## config.mk

```make
export PLATFORM = sky130hd
export DESIGN_NAME = module_power_reset_sequencer
export DESIGN_NICKNAME = d
export VERILOG_FILES = /design/src/hw/pwrseq_pkg.sv /design/src/hw/module_power_reset_sequencer.sv
export SDC_FILE = /design/constraint.sdc
export NUM_CORES = 1
export LEC_CHECK = 0
export BUFFER_PORTS_ARGS = -buffer_cell sky130_fd_sc_hd__buf_2
export CAP_MARGIN = 20
export CORE_ASPECT_RATIO = 1.4
export CORE_MARGIN = 10
export CORE_UTILIZATION = 50
export CTS_CLUSTER_DIAMETER = 100
export CTS_CLUSTER_SIZE = 20
export DETAILED_ROUTE_END_ITERATION = 7
export GPL_TIMING_DRIVEN = 0
export HOLD_SLACK_MARGIN = 0.02
export PLACE_DENSITY = 0.68
export SLEW_MARGIN = 0
export SYNTH_ARGS = -nofsm -noshare
export SYNTH_HDL_FRONTEND = slang
export SYNTH_SLANG_ARGS = --single-unit
```

## constraint.sdc

```tcl
create_clock -name clk_sys -period 2.9 [get_ports clk_sys]
set_input_delay 0 -clock clk_sys [delete_from_list [all_inputs] [get_ports clk_sys]]
set_output_delay 0 -clock clk_sys [all_outputs]
set_load 0.02 [all_outputs]
```

## src/hw/pwrseq_pkg.sv

```systemverilog
package pwrseq_pkg;
	localparam int CLK_HZ = 100_000_000;
	localparam int INIT_TIME_S = 10;
	localparam int SHUTDOWN_MAX_S = 5;
	localparam int RESTART_MIN_MS = 10;
	localparam longint INIT_CYCLES = longint'(INIT_TIME_S) * CLK_HZ;
	localparam longint SHUTDOWN_CYCLES = longint'(SHUTDOWN_MAX_S) * CLK_HZ;
	localparam longint RESTART_MIN_CYCLES =
		(longint'(RESTART_MIN_MS) * CLK_HZ + 999) / 1000;
	localparam int CNT_W = 32;
	localparam logic [CNT_W-1:0] CNT_ZERO = 32'h0000_0000;
	localparam logic [CNT_W-1:0] CNT_ONE = 32'h0000_0001;

	typedef enum logic [2:0] {
		ST_OFF      = 3'b000,
		ST_INIT     = 3'b001,
		ST_RUN      = 3'b010,
		ST_SAVE     = 3'b011,
		ST_CLEAR    = 3'b100,
		ST_PMU_DOWN = 3'b101,
		ST_RESTART  = 3'b110
	} seq_state_t;

	typedef struct packed {
		logic pmu_on;
		logic core_rst;
		logic pcie_rst;
		logic usb_en;
		logic pcie_en;
	} ctrl_t;
endpackage

```

## src/hw/module_power_reset_sequencer.sv

```systemverilog
`timescale 1ns/10ps
`default_nettype none
module module_power_reset_sequencer #(
	parameter logic [31:0] INIT_CYC = 32'(pwrseq_pkg::INIT_CYCLES),
	parameter logic [31:0] SD_CYC   = 32'(pwrseq_pkg::SHUTDOWN_CYCLES),
	parameter logic [31:0] RST_CYC  = 32'(pwrseq_pkg::RESTART_MIN_CYCLES)
) (
	// clock and reset
	input  wire logic            clk_sys,
	input  wire logic            rst,
	input  wire logic            ce,
	// pins from host, asynchronous
	input  wire logic            full_card_power_en,
	input  wire logic            modem_restart_n,
	input  wire logic            pcie_fundamental_rst_n,
	input  wire logic            pcie_present,
	input  wire logic            usb_present,
	input  wire logic            d3cold_req,
	// internal firmware side, same clock
	input  wire logic            sw_shutdown_cmd,
	input  wire logic            save_done,
	input  wire logic            clear_done,
	input  wire logic            core_dump,
	// status and control
	output pwrseq_pkg::ctrl_t    ctrl,
	output pwrseq_pkg::seq_state_t state,
	output logic                 init_done,
	output logic                 shutdown_ok,
	output logic                 save_req,
	output logic                 clear_req,
	output logic                 pcie_d3cold
);
	logic [5:0] s1_r, s2_r;
	always_ff @(posedge clk_sys) begin
		if (rst) begin
			s1_r <= 6'h3f;
			s2_r <= 6'h3f;
		end else if (ce) begin
			s1_r <= {full_card_power_en, modem_restart_n,
				pcie_fundamental_rst_n, pcie_present, usb_present,
				d3cold_req};
			s2_r <= s1_r;
		end
	end
	// fsm waits until both sync stages hold real pin values
	logic [1:0] fill_r;
	always_ff @(posedge clk_sys) begin
		if (rst)
			fill_r <= 2'h0;
		else if (ce)
			fill_r <= {fill_r[0], 1'b1};
	end
	wire pins_valid = fill_r[1];
	wire pwr_en   = s2_r[5];
	wire rstin_n  = s2_r[4];
	wire pcie_fundamental_rst_n_n  = s2_r[3];
	wire pcie_p   = s2_r[2];
	wire usb_p    = s2_r[1];
	wire d3_req   = s2_r[0];

	pwrseq_pkg::seq_state_t st_r, st_nxt;
	logic [31:0] cnt_r, cnt_nxt;
	logic        long_r, long_nxt;
	wire cnt_done = (cnt_r == pwrseq_pkg::CNT_ZERO);
	wire cnt_dec  = !cnt_done;

	// pull-up pin: a floating input reads high
	wire power_off = !pwr_en;

	always_comb begin
		st_nxt   = st_r;
		cnt_nxt  = cnt_dec ? cnt_r - pwrseq_pkg::CNT_ONE : cnt_r;
		long_nxt = long_r;
		unique case (st_r)
			pwrseq_pkg::ST_OFF: begin
				if (pins_valid && !power_off && rstin_n) begin
					st_nxt  = pwrseq_pkg::ST_INIT;
					cnt_nxt = INIT_CYC;
				end
			end
			pwrseq_pkg::ST_INIT: begin
				if (cnt_done)
					st_nxt = pwrseq_pkg::ST_RUN;
			end
			pwrseq_pkg::ST_RUN: begin
				if (sw_shutdown_cmd) begin
					st_nxt  = pwrseq_pkg::ST_SAVE;
					cnt_nxt = SD_CYC;
				end
			end
			pwrseq_pkg::ST_SAVE: begin
				if (save_done)
					st_nxt = pwrseq_pkg::ST_CLEAR;
			end
			pwrseq_pkg::ST_CLEAR: begin
				if (clear_done)
					st_nxt = pwrseq_pkg::ST_PMU_DOWN;
			end
			pwrseq_pkg::ST_PMU_DOWN: begin
				if (power_off)
					st_nxt = pwrseq_pkg::ST_OFF;
			end
			pwrseq_pkg::ST_RESTART: begin
				if (cnt_done)
					long_nxt = 1'b1;
				if (rstin_n) begin
					// restart only after a long enough pulse
					st_nxt  = (long_r || cnt_done) ?
						pwrseq_pkg::ST_INIT : pwrseq_pkg::ST_RUN;
					cnt_nxt = INIT_CYC;
				end
			end
			default: st_nxt = pwrseq_pkg::ST_OFF;
		endcase
		// restart pin in any powered state
		if (!rstin_n && st_r != pwrseq_pkg::ST_OFF &&
			st_r != pwrseq_pkg::ST_RESTART &&
			st_r != pwrseq_pkg::ST_PMU_DOWN) begin
			st_nxt   = pwrseq_pkg::ST_RESTART;
			cnt_nxt  = RST_CYC;
			long_nxt = 1'b0;
		end
		// shutdown bounded when finalization stalls
		if ((st_r == pwrseq_pkg::ST_SAVE || st_r == pwrseq_pkg::ST_CLEAR)
			&& cnt_done)
			st_nxt = pwrseq_pkg::ST_PMU_DOWN;
		// hardware power-off has top priority in every state except ST_RESTART
		if (power_off && st_r != pwrseq_pkg::ST_RESTART)
			st_nxt = pwrseq_pkg::ST_OFF;
	end

	wire in_restart = (st_r == pwrseq_pkg::ST_RESTART);
	wire powered = (st_r != pwrseq_pkg::ST_OFF) &&
		(st_r != pwrseq_pkg::ST_PMU_DOWN);
	wire pmu_on_w = powered || in_restart;
	wire running = (st_r == pwrseq_pkg::ST_RUN);
	wire core_rst_w = !powered || in_restart ||
		(!pcie_fundamental_rst_n_n && core_dump);
	wire pcie_rst_w = !powered || !pcie_fundamental_rst_n_n;
	wire pcie_en_w = running && pcie_p;
	wire usb_en_w = running && usb_p && !pcie_p;
	wire d3_w = running && pcie_p && d3_req && !pcie_fundamental_rst_n_n;

	always_ff @(posedge clk_sys) begin
		if (rst) begin
			st_r        <= pwrseq_pkg::ST_OFF;
			cnt_r       <= pwrseq_pkg::CNT_ZERO;
			long_r      <= 1'b0;
			ctrl        <= '{pmu_on: 1'b0, core_rst: 1'b1, pcie_rst: 1'b1,
				usb_en: 1'b0, pcie_en: 1'b0};
			state       <= pwrseq_pkg::ST_OFF;
			init_done   <= 1'b0;
			shutdown_ok <= 1'b0;
			save_req    <= 1'b0;
			clear_req   <= 1'b0;
			pcie_d3cold <= 1'b0;
		end else if (ce) begin
			st_r        <= st_nxt;
			cnt_r       <= cnt_nxt;
			long_r      <= long_nxt;
			ctrl        <= '{pmu_on: pmu_on_w, core_rst: core_rst_w,
				pcie_rst: pcie_rst_w, usb_en: usb_en_w, pcie_en: pcie_en_w};
			state       <= st_r;
			init_done   <= running;
			shutdown_ok <= (st_r != pwrseq_pkg::ST_PMU_DOWN) &&
				(st_nxt == pwrseq_pkg::ST_PMU_DOWN);
			save_req    <= (st_r == pwrseq_pkg::ST_SAVE);
			clear_req   <= (st_r == pwrseq_pkg::ST_CLEAR);
			pcie_d3cold <= d3_w;
		end
	end

	a_pmu_restart: assert property (@(posedge clk_sys) disable iff (rst)
		ce && st_r == pwrseq_pkg::ST_RESTART |=> ctrl.pmu_on)
		else $error("power manager dropped during restart");
	a_poweroff_st: assert property (@(posedge clk_sys) disable iff (rst)
		ce && power_off && st_r != pwrseq_pkg::ST_RESTART
		|=> st_r == pwrseq_pkg::ST_OFF)
		else $error("power enable low did not power off");
	a_init_order: assert property (@(posedge clk_sys) disable iff (rst)
		ce && st_r == pwrseq_pkg::ST_OFF && st_nxt == pwrseq_pkg::ST_INIT
		|=> cnt_r == INIT_CYC)
		else $error("init timer not loaded");
	a_final_seq: assert property (@(posedge clk_sys) disable iff (rst)
		st_r == pwrseq_pkg::ST_CLEAR |-> $past(st_r) inside
		{pwrseq_pkg::ST_SAVE, pwrseq_pkg::ST_CLEAR})
		else $error("clear before save");
	a_usb_prio: assert property (@(posedge clk_sys) disable iff (rst)
		!(ctrl.usb_en && ctrl.pcie_en))
		else $error("usb enabled alongside pcie");
	a_pcie_scope: assert property (@(posedge clk_sys) disable iff (rst)
		ce && running && !pcie_fundamental_rst_n_n && !core_dump && rstin_n
		|=> ctrl.pcie_rst && !ctrl.core_rst)
		else $error("pcie reset scope wrong");
	a_sd_ok: assert property (@(posedge clk_sys) disable iff (rst)
		$rose(shutdown_ok) |-> $past(st_r) == pwrseq_pkg::ST_SAVE ||
		$past(st_r) == pwrseq_pkg::ST_CLEAR)
		else $error("ok without finalization");
	a_restart_ent: assert property (@(posedge clk_sys) disable iff (rst)
		ce && running && !rstin_n && !power_off
		|=> st_r == pwrseq_pkg::ST_RESTART && cnt_r == RST_CYC)
		else $error("restart pin ignored");
	a_boot_hold: assert property (@(posedge clk_sys) disable iff (rst)
		ce && !pins_valid |=> st_r == pwrseq_pkg::ST_OFF)
		else $error("left off before pins settled");
endmodule // module_power_reset_sequencer
`default_nettype wire

```

# Yosys cells after proc, flatten, opt, wreduce, memory -nomap -nowiden
# Index checks and enable logic that the tools add are counted.
dict set report op_classes {
  add_sub_neg 1
  n_eq_ne 9
  n_mux 21
  reduce_logical 32
}
# operator count
set op_table {}
lappend op_table {{two-way mux 32 bit} 5}
lappend op_table {{one-hot mux 32 bit (3 select lines)} 1}
lappend op_table {{zero test 32 bit} 1}
lappend op_table {{subtractor 32 x 1 -> 32 bit, second input constant} 1}
lappend op_table {{two-way mux 3 bit} 10}
lappend op_table {{one-hot mux 3 bit (7 select lines)} 1}
lappend op_table {{logical AND 1 bit} 15}
lappend op_table {{== test 3 bit, second input constant} 4}
lappend op_table {{== test 3 x 2 -> 1 bit, second input constant} 2}
lappend op_table {{logical OR 1 bit} 6}
lappend op_table {{!= test 3 bit, second input constant} 2}
lappend op_table {{zero test 1 bit} 5}
lappend op_table {{nonzero test 2 bit} 2}
lappend op_table {{== test 3 x 1 -> 1 bit, second input constant} 1}
lappend op_table {{zero test 3 bit} 1}
lappend op_table {{two-way mux 1 bit} 3}
lappend op_table {{AND reduction 3 bit} 1}
lappend op_table {{nonzero test 3 bit} 1}
lappend op_table {{two-way mux 2 bit} 1}
dict set report totals {
  ff_bits 63
  output_inout_bits 13
  wordCells 80
}

# Longest topological paths before layout
# Gate-level depths: netlist (run 1).
dict set report depth {
  word_depth 10
  depth_mapped 9
  ltp_nobuf 8
}

# Worst setup path before layout (run 1)
# OpenSTA, ideal clock, no wires.
dict set report synth_timing {
  kind {flip-flop to flip-flop}
  startpoint {register cnt_r[0]}
  endpoint {register cnt_r[28]}
  setup_ps 119
  arrival_ps 2011
  required_ps 2781
  slack_ps 770
  stages_incl_launch_ff 10
  path_buffers 1
  period_less_slack_ps 2130
  path_cell_list {dfxtp_1 -> inv_1 -> ha_1 -> nor3b_1 -> and2_1 -> clkbuf_1 -> nand4_1 -> nor3_1 -> a41o_1 -> a21oi_1}
}
dict set report synth_via {
  elab_chain_cells 5
  elab_cells_between_ends 8
  cone_classes {1 x add/sub; 6 x mux; 1 x reduce/logical}
}
# item line
set synth_rtl {}
lappend synth_rtl {{from (decl)} module_power_reset_sequencer.sv:62} ;# logic [31:0] cnt_r, cnt_nxt;
lappend synth_rtl {{from (signal assigned)} module_power_reset_sequencer.sv:147} ;# cnt_r <= pwrseq_pkg::CNT_ZERO;
lappend synth_rtl {{from (signal assigned)} module_power_reset_sequencer.sv:159} ;# cnt_r <= cnt_nxt;
lappend synth_rtl {{subtractor 32 x 1 -> 32 bit / zero test 32 bit (equally long branches)} {module_power_reset_sequencer.sv:72, module_power_reset_sequencer.sv:64}}
lappend synth_rtl {{two-way mux 32 bit *} module_power_reset_sequencer.sv:72} ;# cnt_nxt = cnt_dec ? cnt_r - pwrseq_pkg::CNT_ONE : cnt_r;
lappend synth_rtl {{two-way mux 32 bit (on tied branches)} {module_power_reset_sequencer.sv:106, module_power_reset_sequencer.sv:76, module_power_reset_sequencer.sv:86}}
lappend synth_rtl {{one-hot mux 32 bit (3 select lines) *} module_power_reset_sequencer.sv:74} ;# unique case (st_r)
lappend synth_rtl {{two-way mux 32 bit *} module_power_reset_sequencer.sv:116} ;# if (!rstin_n && st_r != pwrseq_pkg::ST_OFF &&
# Mark *: on every way between the ends. The rest lies on a longest branch, timed or not.
# A chain may end at the register's enable or synchronous reset.

# Worst setup path in the final report (run 1)
dict set report layout_timing {
  startpoint {register st_r[0]}
  endpoint {register cnt_r[30]}
}
dict set report layout_via {
  elab_chain_cells 5
  elab_cells_between_ends 11
  cone_classes {4 x eq/ne; 2 x mux; 5 x reduce/logical}
}
# item line
set layout_rtl {}
lappend layout_rtl {{from (decl)} module_power_reset_sequencer.sv:61} ;# pwrseq_pkg::seq_state_t st_r, st_nxt;
lappend layout_rtl {{from (signal assigned)} module_power_reset_sequencer.sv:146} ;# st_r <= pwrseq_pkg::ST_OFF;
lappend layout_rtl {{from (signal assigned)} module_power_reset_sequencer.sv:158} ;# st_r <= st_nxt;
lappend layout_rtl {{branches (longest 4 deep; another with one-hot mux 32 bit (3 select lines))} --}
lappend layout_rtl {{two-way mux 32 bit *} module_power_reset_sequencer.sv:116}
# Every way passes the cells marked *.

==> out/metrics.yaml, run 1 <==
sta:
  fin_ws_ns: 0.176
  hold_viol_final: 0
  tightest_slew_ns: 1.08
  finalSetupViolCount: 0
  fin_crit_sh: 0.939
  skew_ns: 0.0110
  timing.fmax_mhz: 367
  period_needed_ns: 2.72
  fin_tns_setup_ns: 0
  slew_violations: 0
  slew_headroom: 0.275
global_routing:
  grt_pass1_wl_mm: 18.3
  grt_overflow: 0
  track_usage: 0.210
  grt_max_degree: 13
  grt_pass1_vias: 3595
  antenna_found_initial: 0
setup_path:
  crit_path_start_kind: "register"
  worstPathRequired_ns: 3.20
  cp-end-kind: "register"
  r2r_end: "cnt_r[30]"
  timing.rr.start: "st_r[0]"
  worstPathArrival_ns: 3.03
  r2r_cells: 8
  path_max_fanout: 10
  r2r_setup_slack_ns: 0.18
  crit_type: "register to register"
  critPathLaunch: "st_r[0]"
final_layout:
  fin_cells: 581
  nets: 496
  layout-drive-gt1-share: 0.136
  syn_to_final_growth_pct: 15.7
  diodes: 0
  final_area_mm2: 0.00406
synthesis:
  synth_nets: 451
  synth_seq_area_share: 0.360
  syn-instance-count: 436
  yosys-top-cells-area: "dfxtp_1, mux2i_1, nand2_1"
  synth_top_area_cell: "dfxtp_1"
  synthArstFlopShare: 0
  synth_edf_count: 0
  synth_top_area_frac: 0.360
  ys.flop_type: "dfxtp_1"
  ys_seq_elements: 63
  synth.distinct_cells: 68
  avgSynthCellArea_um2: 8.04
  netlist_area_mm2: 0.00351
  synth_warnings: 0
power:
  ir_worst_vdd_mv: 0.401
  finalPower_uw: 2900
  seq_power_share: 0.374
  power_density_mw_per_mm2: 715
  comb_power_share: 0.327
  power_switching_uw: 1100
  power_frac_clock: 0.298
  p_leak_uw: 0.00158
  internal_power_uw: 1810
  swShare: 0.378
floorplan:
  ios: 26
  start_util: 0.509
  rows: 36
  die_width_um: 90.8
  die_height_um: 119
  dieArea_mm2: 0.0108
  coreArea_mm2: 0.00689
placement:
  dp_hpwl_mm: 7.90
  gp_congestion: 0.935
  portBuffers: 25
  placed_cell_area_mm2: 0.00375
  dp_slack_ns: 0.229
  numPlacedInstances: 556
min_path:
  hold-path-cell-count: 5
  worstHoldStart: "core_dump"
  whs_endpoint: "ctrl[3]"
  hold_class: "primary input to register"
detailed_routing:
  post_drt_wl_per_cell_um: 19.2
  drt_iter0_drc: 421
  firstDrtPassIters: 5
  drt-total-wl_mm: 11.2
  postRouteAntennaNets: 0
  num_vias: 3638
  drc: 0
  routed_via_density: 6.26
cts:
  clock-sinks: 63
  cts.path.max_buffers: 2
  clkLatencyLatePin_ns: 0.38
  clk_pin_slew_ns: 0.07
  cts-root-buf: "clkbuf_8"
  cts_tree: "yes"
  h-tree-depth: 3
  cts_buffers: 9
run_status:
  run_status: "finished, final reports clean"
run:
  drv_cap: 0
==> worst max path at each step <==
| stage | endpoint | slack, ns |
|---|---|---|
| final | cnt_r[30] | 0.18 |
| after floorplan | cnt_r[28] | 0.77 |
| after global placement | cnt_r[7] | 0.23 |
| after global routing | cnt_r[7] | -0.01 |
| after CTS | cnt_r[30] | 0.22 |
| after detailed placement | cnt_r[30] | 0.23 |
==> cells in the mapped netlist, types with 5 or more instances <==
master / instances
clkbuf_1: 19
nor3b_1: 5
inv_1: 11
nand2b_1: 6
nor2b_1: 6
nand4_1: 7
and2_1: 5
dfxtp_1: 63
a311oi_1: 6
a21oi_1: 29
o21ai_0: 21
nand2_1: 49
mux2i_1: 19
o22ai_1: 6
nor3_1: 20
nand3_1: 9
nor2_1: 46
o211ai_1: 6
a31oi_1: 12
==> what timing repair did <==
item / CTS / global route
gates resized for setup: 0 / 1
endpoints found under the hold margin: 6 / 0
setup buffers: 0 / 3
hold buffers: 6 / 0
setup endpoints to repair: 0 / 8
==> worst max-delay path, stage by stage, from the launching register on <==
cell      delay, ns
dfxtp_1        0.34
clkbuf_1       0.33
nor4bb_1       0.19
a211oi_2       0.52
nand3_1        0.36
nor2_1         0.32
buf_2          0.30
o21ai_0        0.13
a31oi_1        0.17
==> registers in the layout, summed over array words and instances, names as in the netlist, 2 cells and up <==
signal / flops
s1_r: 6
cnt_r: 32
state: 3
ctrl: 5
fill_r: 2
s2_r: 6
st_r: 3
==> through the flow <==
step	util	hold slack, ns
CTS	0.585	0.0339
global placement	0.544	0.215
finish	0.589	0.0440
global route	0.589	0.0666
floorplan	-	0.128
detailed placement	0.544	0.219
==> cells in the final DEF, fill, tap and decap left out, types with 7 or more instances in the layout <==
| cell type | n |
|---|---|
| dfxtp_1 | 63 |
| a21oi_1 | 29 |
| clkbuf_1 | 19 |
| clkbuf_8 | 9 |
| nor3_1 | 20 |
| nand3_1 | 9 |
| a31oi_1 | 12 |
| o21ai_0 | 21 |
| nor2_1 | 46 |
| nand4_1 | 7 |
| buf_2 | 26 |
| inv_1 | 11 |
| mux2i_1 | 19 |
| nand2_1 | 49 |
==> layout make-up <==
class,count,area (µm²)
inverter,11,41.3
fill,655,2830
tap,95,119
buffer,26,106
sequential,63,1260
timing repair buffer,34,208
multi-input combinational,336,2100
clock buffer,9,124
clock inverter,7,96.3
==> logic make-up (layout without fill, tap and decap cells) <==
| kind of cell | Yosys count | after routing | share of synthesized area |
|---|---|---|---|
| buffers and inverters | 37 | 87 | 0.0421 |
| flip-flops | 63 | 63 | 0.360 |
| AO/OA/AOI/OAI | 118 | 118 | 0.226 |
| XOR/XNOR | 5 | 5 | 0.0125 |
| adder cells (fa/ha/maj) | 2 | 2 | 0.00713 |
| AND/OR/NAND/NOR | 192 | 192 | 0.299 |
| multiplexers | 19 | 19 | 0.0542 |
==> layer usage <==
layer	vias to the layer above	wire length, µm	track usage	share of wire
met4	0	600	0.149	0.054
met5	-	0	0	0
met1	1689	4320	0.224	0.39
li1	1716	-	-	-
met2	173	5550	0.353	0.50
met3	60	697	0.0559	0.062
==> power groups by stage <==
stage | sequential (µW) | clock (µW) | combinational [µW]
3_3_place_gp | 1090 | 0 | 898
2_1_floorplan | 1070 | 0 | 714
3_5_place_dp | 1100 | 0 | 915
5_1_grt | 1100 | 923 | 1060
4_1_cts | 1080 | 877 | 929
6_report | 1090 | 867 | 951
Power figures use the tool's default switching activity.
==> run 2: changes to the inputs <==
Settings changed: PLACE_DENSITY 0.68 to 0.71.
Clock period 2.9 ns to 2.5 ns, I/O delays scaled along.
==> out/metrics.yaml, run 2 (synthesis results as in run 1) <==
run_status:
  run_status: "finished, final reports clean"  # unchanged
floorplan:
  rows: 36  # unchanged
  start_util: 0.509  # unchanged
  coreArea_mm2: 0.00689  # unchanged
  ios: 26  # unchanged
  die_height_um: 119  # unchanged
  dieArea_mm2: 0.0108  # unchanged
  die_width_um: 90.8  # unchanged
detailed_routing:
  drt_iter0_drc: 347  # was 421
  postRouteAntennaNets: 0  # unchanged
  drt-total-wl_mm: 11.0  # was 11.2 mm
  routed_via_density: 6.27  # was 6.26
  num_vias: 3634  # was 3638
  post_drt_wl_per_cell_um: 18.9  # was 19.2 µm
  firstDrtPassIters: 7  # was 5
  drc: 0  # unchanged
setup_path:
  crit_path_start_kind: "register"  # unchanged
  worstPathRequired_ns: 2.77  # was 3.20 ns
  slowest_stage: "nor3_1"  # was a211oi_2
  crit_family: "simple AND/OR/NAND/NOR gates"  # unchanged
  max_stage_delay_ns: 0.85  # was 0.52 ns
  crit_path_cell_trace: "nor3_1 > nand3_4 > nor2_1 > o21ai_0 > a221oi_1"  # was clkbuf_1 > nor4bb_1 > a211oi_2 > nand3_1 > nor2_1 > buf_2 > o21ai_0 > a31oi_1
  crit_type: "register to register"  # unchanged
  cp-end-kind: "register"  # unchanged
  r2r_setup_slack_ns: 0.14  # was 0.18 ns
  crit_buf_inv: 0  # was 2
  path_max_fanout: 9  # was 10
  worstPathArrival_ns: 2.63  # was 3.03 ns
sta:
  tightest_slew_ns: 1.09  # was 1.08 ns
  fin_tns_setup_ns: 0  # unchanged
  slew_headroom: 0.270  # was 0.275
  fin_crit_sh: 0.943  # was 0.939
  period_needed_ns: 2.36  # was 2.72 ns
  grt_setup_unrepaired: "true"
  skew_ns: 0.0127  # was 0.0110 ns
  slew_violations: 0  # unchanged
  fin_ws_ns: 0.143  # was 0.176 ns
  hold_viol_final: 0  # unchanged
  finalSetupViolCount: 0  # unchanged
  timing.fmax_mhz: 424  # was 367 MHz
run:
  drv_cap: 0  # unchanged
cts:
  clk_pin_slew_ns: 0.08  # was 0.07 ns
  h-tree-depth: 3  # unchanged
  cts-root-buf: "clkbuf_8"  # unchanged
  clock-sinks: 63  # unchanged
  cts.path.max_buffers: 2  # unchanged
  clkLatencyLatePin_ns: 0.37  # was 0.38 ns
  cts_tree: "yes"  # unchanged
  cts_buffers: 9  # unchanged
power:
  power_frac_clock: 0.272  # was 0.298
  ir_worst_vdd_mv: 0.439  # was 0.401 mV
  power_switching_uw: 1300  # was 1100 µW
  swShare: 0.390  # was 0.378
  power_density_mw_per_mm2: 816  # was 715 mW/mm²
  p_leak_uw: 0.00160  # was 0.00158 µW
  seq_power_share: 0.380  # was 0.374
  internal_power_uw: 2030  # was 1810 µW
  comb_power_share: 0.348  # was 0.327
final_layout:
  layout_commonest_cell: "dfxtp_1"  # unchanged
  diodes: 0  # unchanged
  layout-drive-gt1-share: 0.161  # was 0.136
  final_area_mm2: 0.00408  # was 0.00406 mm²
  utilization: 0.592  # was 0.589
  reg_top3: "cnt_r x32, s1_r x6, s2_r x6"  # unchanged
  nets: 495  # was 496
  final_cell_mix: "dfxtp_1, nand2_1, nor2_1"  # unchanged
  largest-register: "cnt_r"  # unchanged
  fillers: 640  # was 655
  largest_register_ffs: 32  # unchanged
  syn_to_final_growth_pct: 16.4  # was 15.7%
placement:
  dp_hpwl_mm: 7.69  # was 7.90 mm
  placed_cell_area_mm2: 0.00375  # unchanged
  gp_congestion: 0.950  # was 0.935
  dp_slack_ns: -0.212  # was 0.229 ns
  portBuffers: 25  # unchanged
global_routing:
  track_usage: 0.198  # was 0.210
  grt_overflow: 0  # unchanged
  grt_pass1_vias: 3576  # was 3595
  antenna_found_initial: 0  # unchanged
  grt_pass1_wl_mm: 17.5  # was 18.3 mm
  grt_max_degree: 13  # unchanged
min_path:
  hold_class: "primary input to register"  # unchanged
run 2: cell count changes in the layout (fill, tap and decap cells not counted), sizes merged:
cell,change
clkinv,+2
clkbuf,-1
bufinv,-1
clkinvlp,-1
run 2: worst min-delay path, cell delays in order:
cell and delay [ns]:
buf_2 0.10, nor2_2 0.06, or4b_1 0.15, nand3_1 0.05
run 2: what timing repair did:
item | in CTS | in global routing
endpoints found under the setup margin | 10 | 29
setup buffers | 2 | 1
resized for setup | 2 | 17
gates cloned | 0 | 0
pin swaps | 2 | 1
hold endpoints to repair | 6 | 0
hold buffers | 6 | 0
run 2: through the flow:
| step | hold slack [ns] | power, µW | instances |
|---|---|---|---|
| after floorplan | 0.128 | 2070 | 436 |
| after CTS | 0.0461 | 3230 | 580 |
| after global routing | 0.0619 | 3490 | 580 |
| after detailed placement | 0.219 | 2320 | 556 |
| after global placement | 0.217 | 2300 | 556 |
| final | 0.0398 | 3330 | 580 |
run 2: worst paths after layout:
| path | startpoint | endpoint | depth (start not counted) |
|---|---|---|---|
| worst max-delay path | cnt_r[2] | cnt_r[23] | 5 |
| worst min-delay path | rst | cnt_r[12] | 4 |
| worst max register to register | cnt_r[2] | cnt_r[23] | 5 |
| worst min register to register | cnt_r[28] | cnt_r[28] | 2 |
run 2: area by class of cell:
type                            instances  area [µm²]  share of cell area
Buffer                                 25         108              0.0264
Clock buffer                            9         124              0.0303
Clock inverter                          7        72.6              0.0178
Inverter                               11        41.3              0.0101
Multi-Input combinational cell        336        2150               0.527
Sequential cell                        63        1260               0.309
Tap cell                               95         119              0.0291
Timing Repair Buffer                   34         208              0.0509
run 2: power by group through the flow:
stage	Clock [µW]	Sequential, µW	Combinational, µW
4_1_cts	905	1250	1070
5_1_grt	953	1280	1250
6_report	905	1270	1160
3_3_place_gp	0	1270	1030
3_5_place_dp	0	1270	1050
2_1_floorplan	0	1240	828
run 2: per-layer routing:
metal  up-vias  part of all wire  track usage
met5         -                 0            0
met4         0             0.057        0.139
met3        48             0.073       0.0528
met2       190              0.48        0.329
met1      1689              0.39        0.214
li1       1707                 -            -
==> run 3: changes to the inputs <==
Settings changed: HOLD_SLACK_MARGIN 0.02 to 0.06.
==> out/metrics.yaml, run 3 (synthesis results as in run 1) <==
global_routing:
  grt_pass1_vias: 3589  # was 3576
  track_usage: 0.198  # about the same
  grt_max_degree: 13  # unchanged
  antenna_found_initial: 0  # unchanged
  grt_pass1_wl_mm: 17.5  # about the same
  grt_overflow: 0  # unchanged
final_layout:
  largest-register: "cnt_r"  # unchanged
  diodes: 0  # unchanged
  largest_register_ffs: 32  # unchanged
  nets: 496  # was 495
  layout_commonest_cell: "dfxtp_1"  # unchanged
  layout-drive-gt1-share: 0.160  # was 0.161
  final_cell_mix: "dfxtp_1, nand2_1, nor2_1"  # unchanged
  syn_to_final_growth_pct: 16.7  # was 16.4%
  reg_top3: "cnt_r x32, s1_r x6, s2_r x6"  # unchanged
cts:
  cts.path.max_buffers: 2  # unchanged
  clock-sinks: 63  # unchanged
  cts_tree: "yes"  # unchanged
  clkLatencyLatePin_ns: 0.37  # about the same
  cts_buffers: 9  # unchanged
  clk_pin_slew_ns: 0.08  # about the same
  cts-root-buf: "clkbuf_8"  # unchanged
  h-tree-depth: 3  # unchanged
setup_path:
  crit_family: "simple AND/OR/NAND/NOR gates"  # unchanged
  crit_buf_inv: 0  # unchanged
  worstPathArrival_ns: 2.65  # was 2.63 ns
  path_max_fanout: 9  # unchanged
  slowest_stage: "nor3_1"  # unchanged
  max_stage_delay_ns: 0.88  # was 0.85 ns
  crit_type: "register to register"  # unchanged
  worstPathRequired_ns: 2.77  # about the same
  crit_path_cell_trace: "nor3_1 > nand3_4 > nor2_1 > o21ai_0 > a221oi_1"  # unchanged
  crit_path_start_kind: "register"  # unchanged
  cp-end-kind: "register"  # unchanged
detailed_routing:
  drc: 0  # unchanged
  num_vias: 3649  # was 3634
  drt-total-wl_mm: 11.0  # about the same
  post_drt_wl_per_cell_um: 18.9  # about the same
  routed_via_density: 6.28  # was 6.27
  firstDrtPassIters: 5  # was 7
  postRouteAntennaNets: 0  # unchanged
  drt_iter0_drc: 321  # was 347
min_path:
  hold_class: "primary input to register"  # unchanged
run:
  drv_cap: 0  # unchanged
floorplan:
  ios: 26  # unchanged
  coreArea_mm2: 0.00689  # unchanged
  die_width_um: 90.8  # unchanged
  start_util: 0.509  # unchanged
  die_height_um: 119  # unchanged
  rows: 36  # unchanged
  dieArea_mm2: 0.0108  # unchanged
sta:
  skew_ns: 0.0144  # was 0.0127 ns
  hold_viol_final: 0  # unchanged
  finalSetupViolCount: 0  # unchanged
  timing.hold.ws_ns: 0.0553  # was 0.0398 ns
  slew_headroom: 0.244  # was 0.270
  timing.fmax_mhz: 420  # was 424 MHz
  tightest_slew_ns: 1.12  # was 1.09 ns
  period_needed_ns: 2.38  # was 2.36 ns
  fin_crit_sh: 0.953  # was 0.943
  slew_violations: 0  # unchanged
  grt_setup_unrepaired: "true"  # unchanged
placement:
  gp_congestion: 0.950  # unchanged
  portBuffers: 25  # unchanged
  dp_hpwl_mm: 7.69  # unchanged
power:
  ir_worst_vdd_mv: 0.439  # about the same
  finalPower_uw: 3330  # about the same
  p_leak_uw: 0.00160  # about the same
  power_density_mw_per_mm2: 815  # was 816 mW/mm²
run_status:
  run_status: "finished, final reports clean"  # unchanged
-- run 3: cell types whose count changed in the layout (fill, tap and decap cells not counted), sizes merged --
cell / delta
dlygate4sd3: +1
-- run 3: power by group --
part | internal (µW) | total [µW] | switching, µW | leakage [µW]
registers | 1120 | 1270 | 153 | 0.000515
clock network | 461 | 906 | 446 | 0.0000956
logic | 455 | 1160 | 703 | 0.000993
total | 2030 | 3330 | 1300 | 0.00160
-- run 3: repair_timing --
action                     in CTS  in global routing
setup buffers                   2                  1
hold buffers                    7                  0
hold endpoints to repair        7                  0
resized for setup               2                 17
pin swaps                       2                  1
setup endpoints to repair      10                 29
-- run 3: routing by layer --
layer	routed length, µm	up-vias	GRT usage
met5	0	-	0
met4	614	0	0.139
met3	710	48	0.0534
met2	5320	162	0.328
met1	4360	1723	0.215
li1	-	1716	-
-- run 3: worst paths after layout --
kind,start,slack (ns),depth (start not counted),end
min reg2reg,cnt_r[28],0.47,2,cnt_r[28]
max,cnt_r[2],0.12,5,cnt_r[23]
max reg2reg,cnt_r[2],0.12,5,cnt_r[23]
min,rst,0.06,4,cnt_r[12]
-- run 3: metrics by stage --
stage / cells / setup WS (ns) / utilization / cell area, µm² / TNS, ns
4_1_cts: 581 / 0.0451 / 0.587 / 4040 / 0
2_1_floorplan: 436 / 0.370 / - / 3510 / 0
5_1_grt: 581 / -0.0306 / 0.594 / 4090 / -0.0306
6_report: 581 / 0.117 / 0.594 / 4090 / 0
3_5_place_dp: 556 / -0.212 / 0.544 / 3750 / -1.20
3_3_place_gp: 556 / -0.210 / 0.544 / 3750 / -1.14
-- run 3: layout make-up --
class	instances	area, µm²
plain buffers	25	108
multi-input cells	336	2150
repair buffers	35	218
clock inverters	7	72.6
clock buffers	9	124
well taps	95	119
fillers	640	2800
flip-flops and latches	63	1260
inverters	11	41.3
-- run 3: worst reg2reg max path, stage by stage (launching register included) --
cell and delay, ns:
dfxtp_1 0.38, nor3_1 0.88, nand3_4 0.28, nor2_1 0.28, o21ai_0 0.15, a221oi_1 0.33
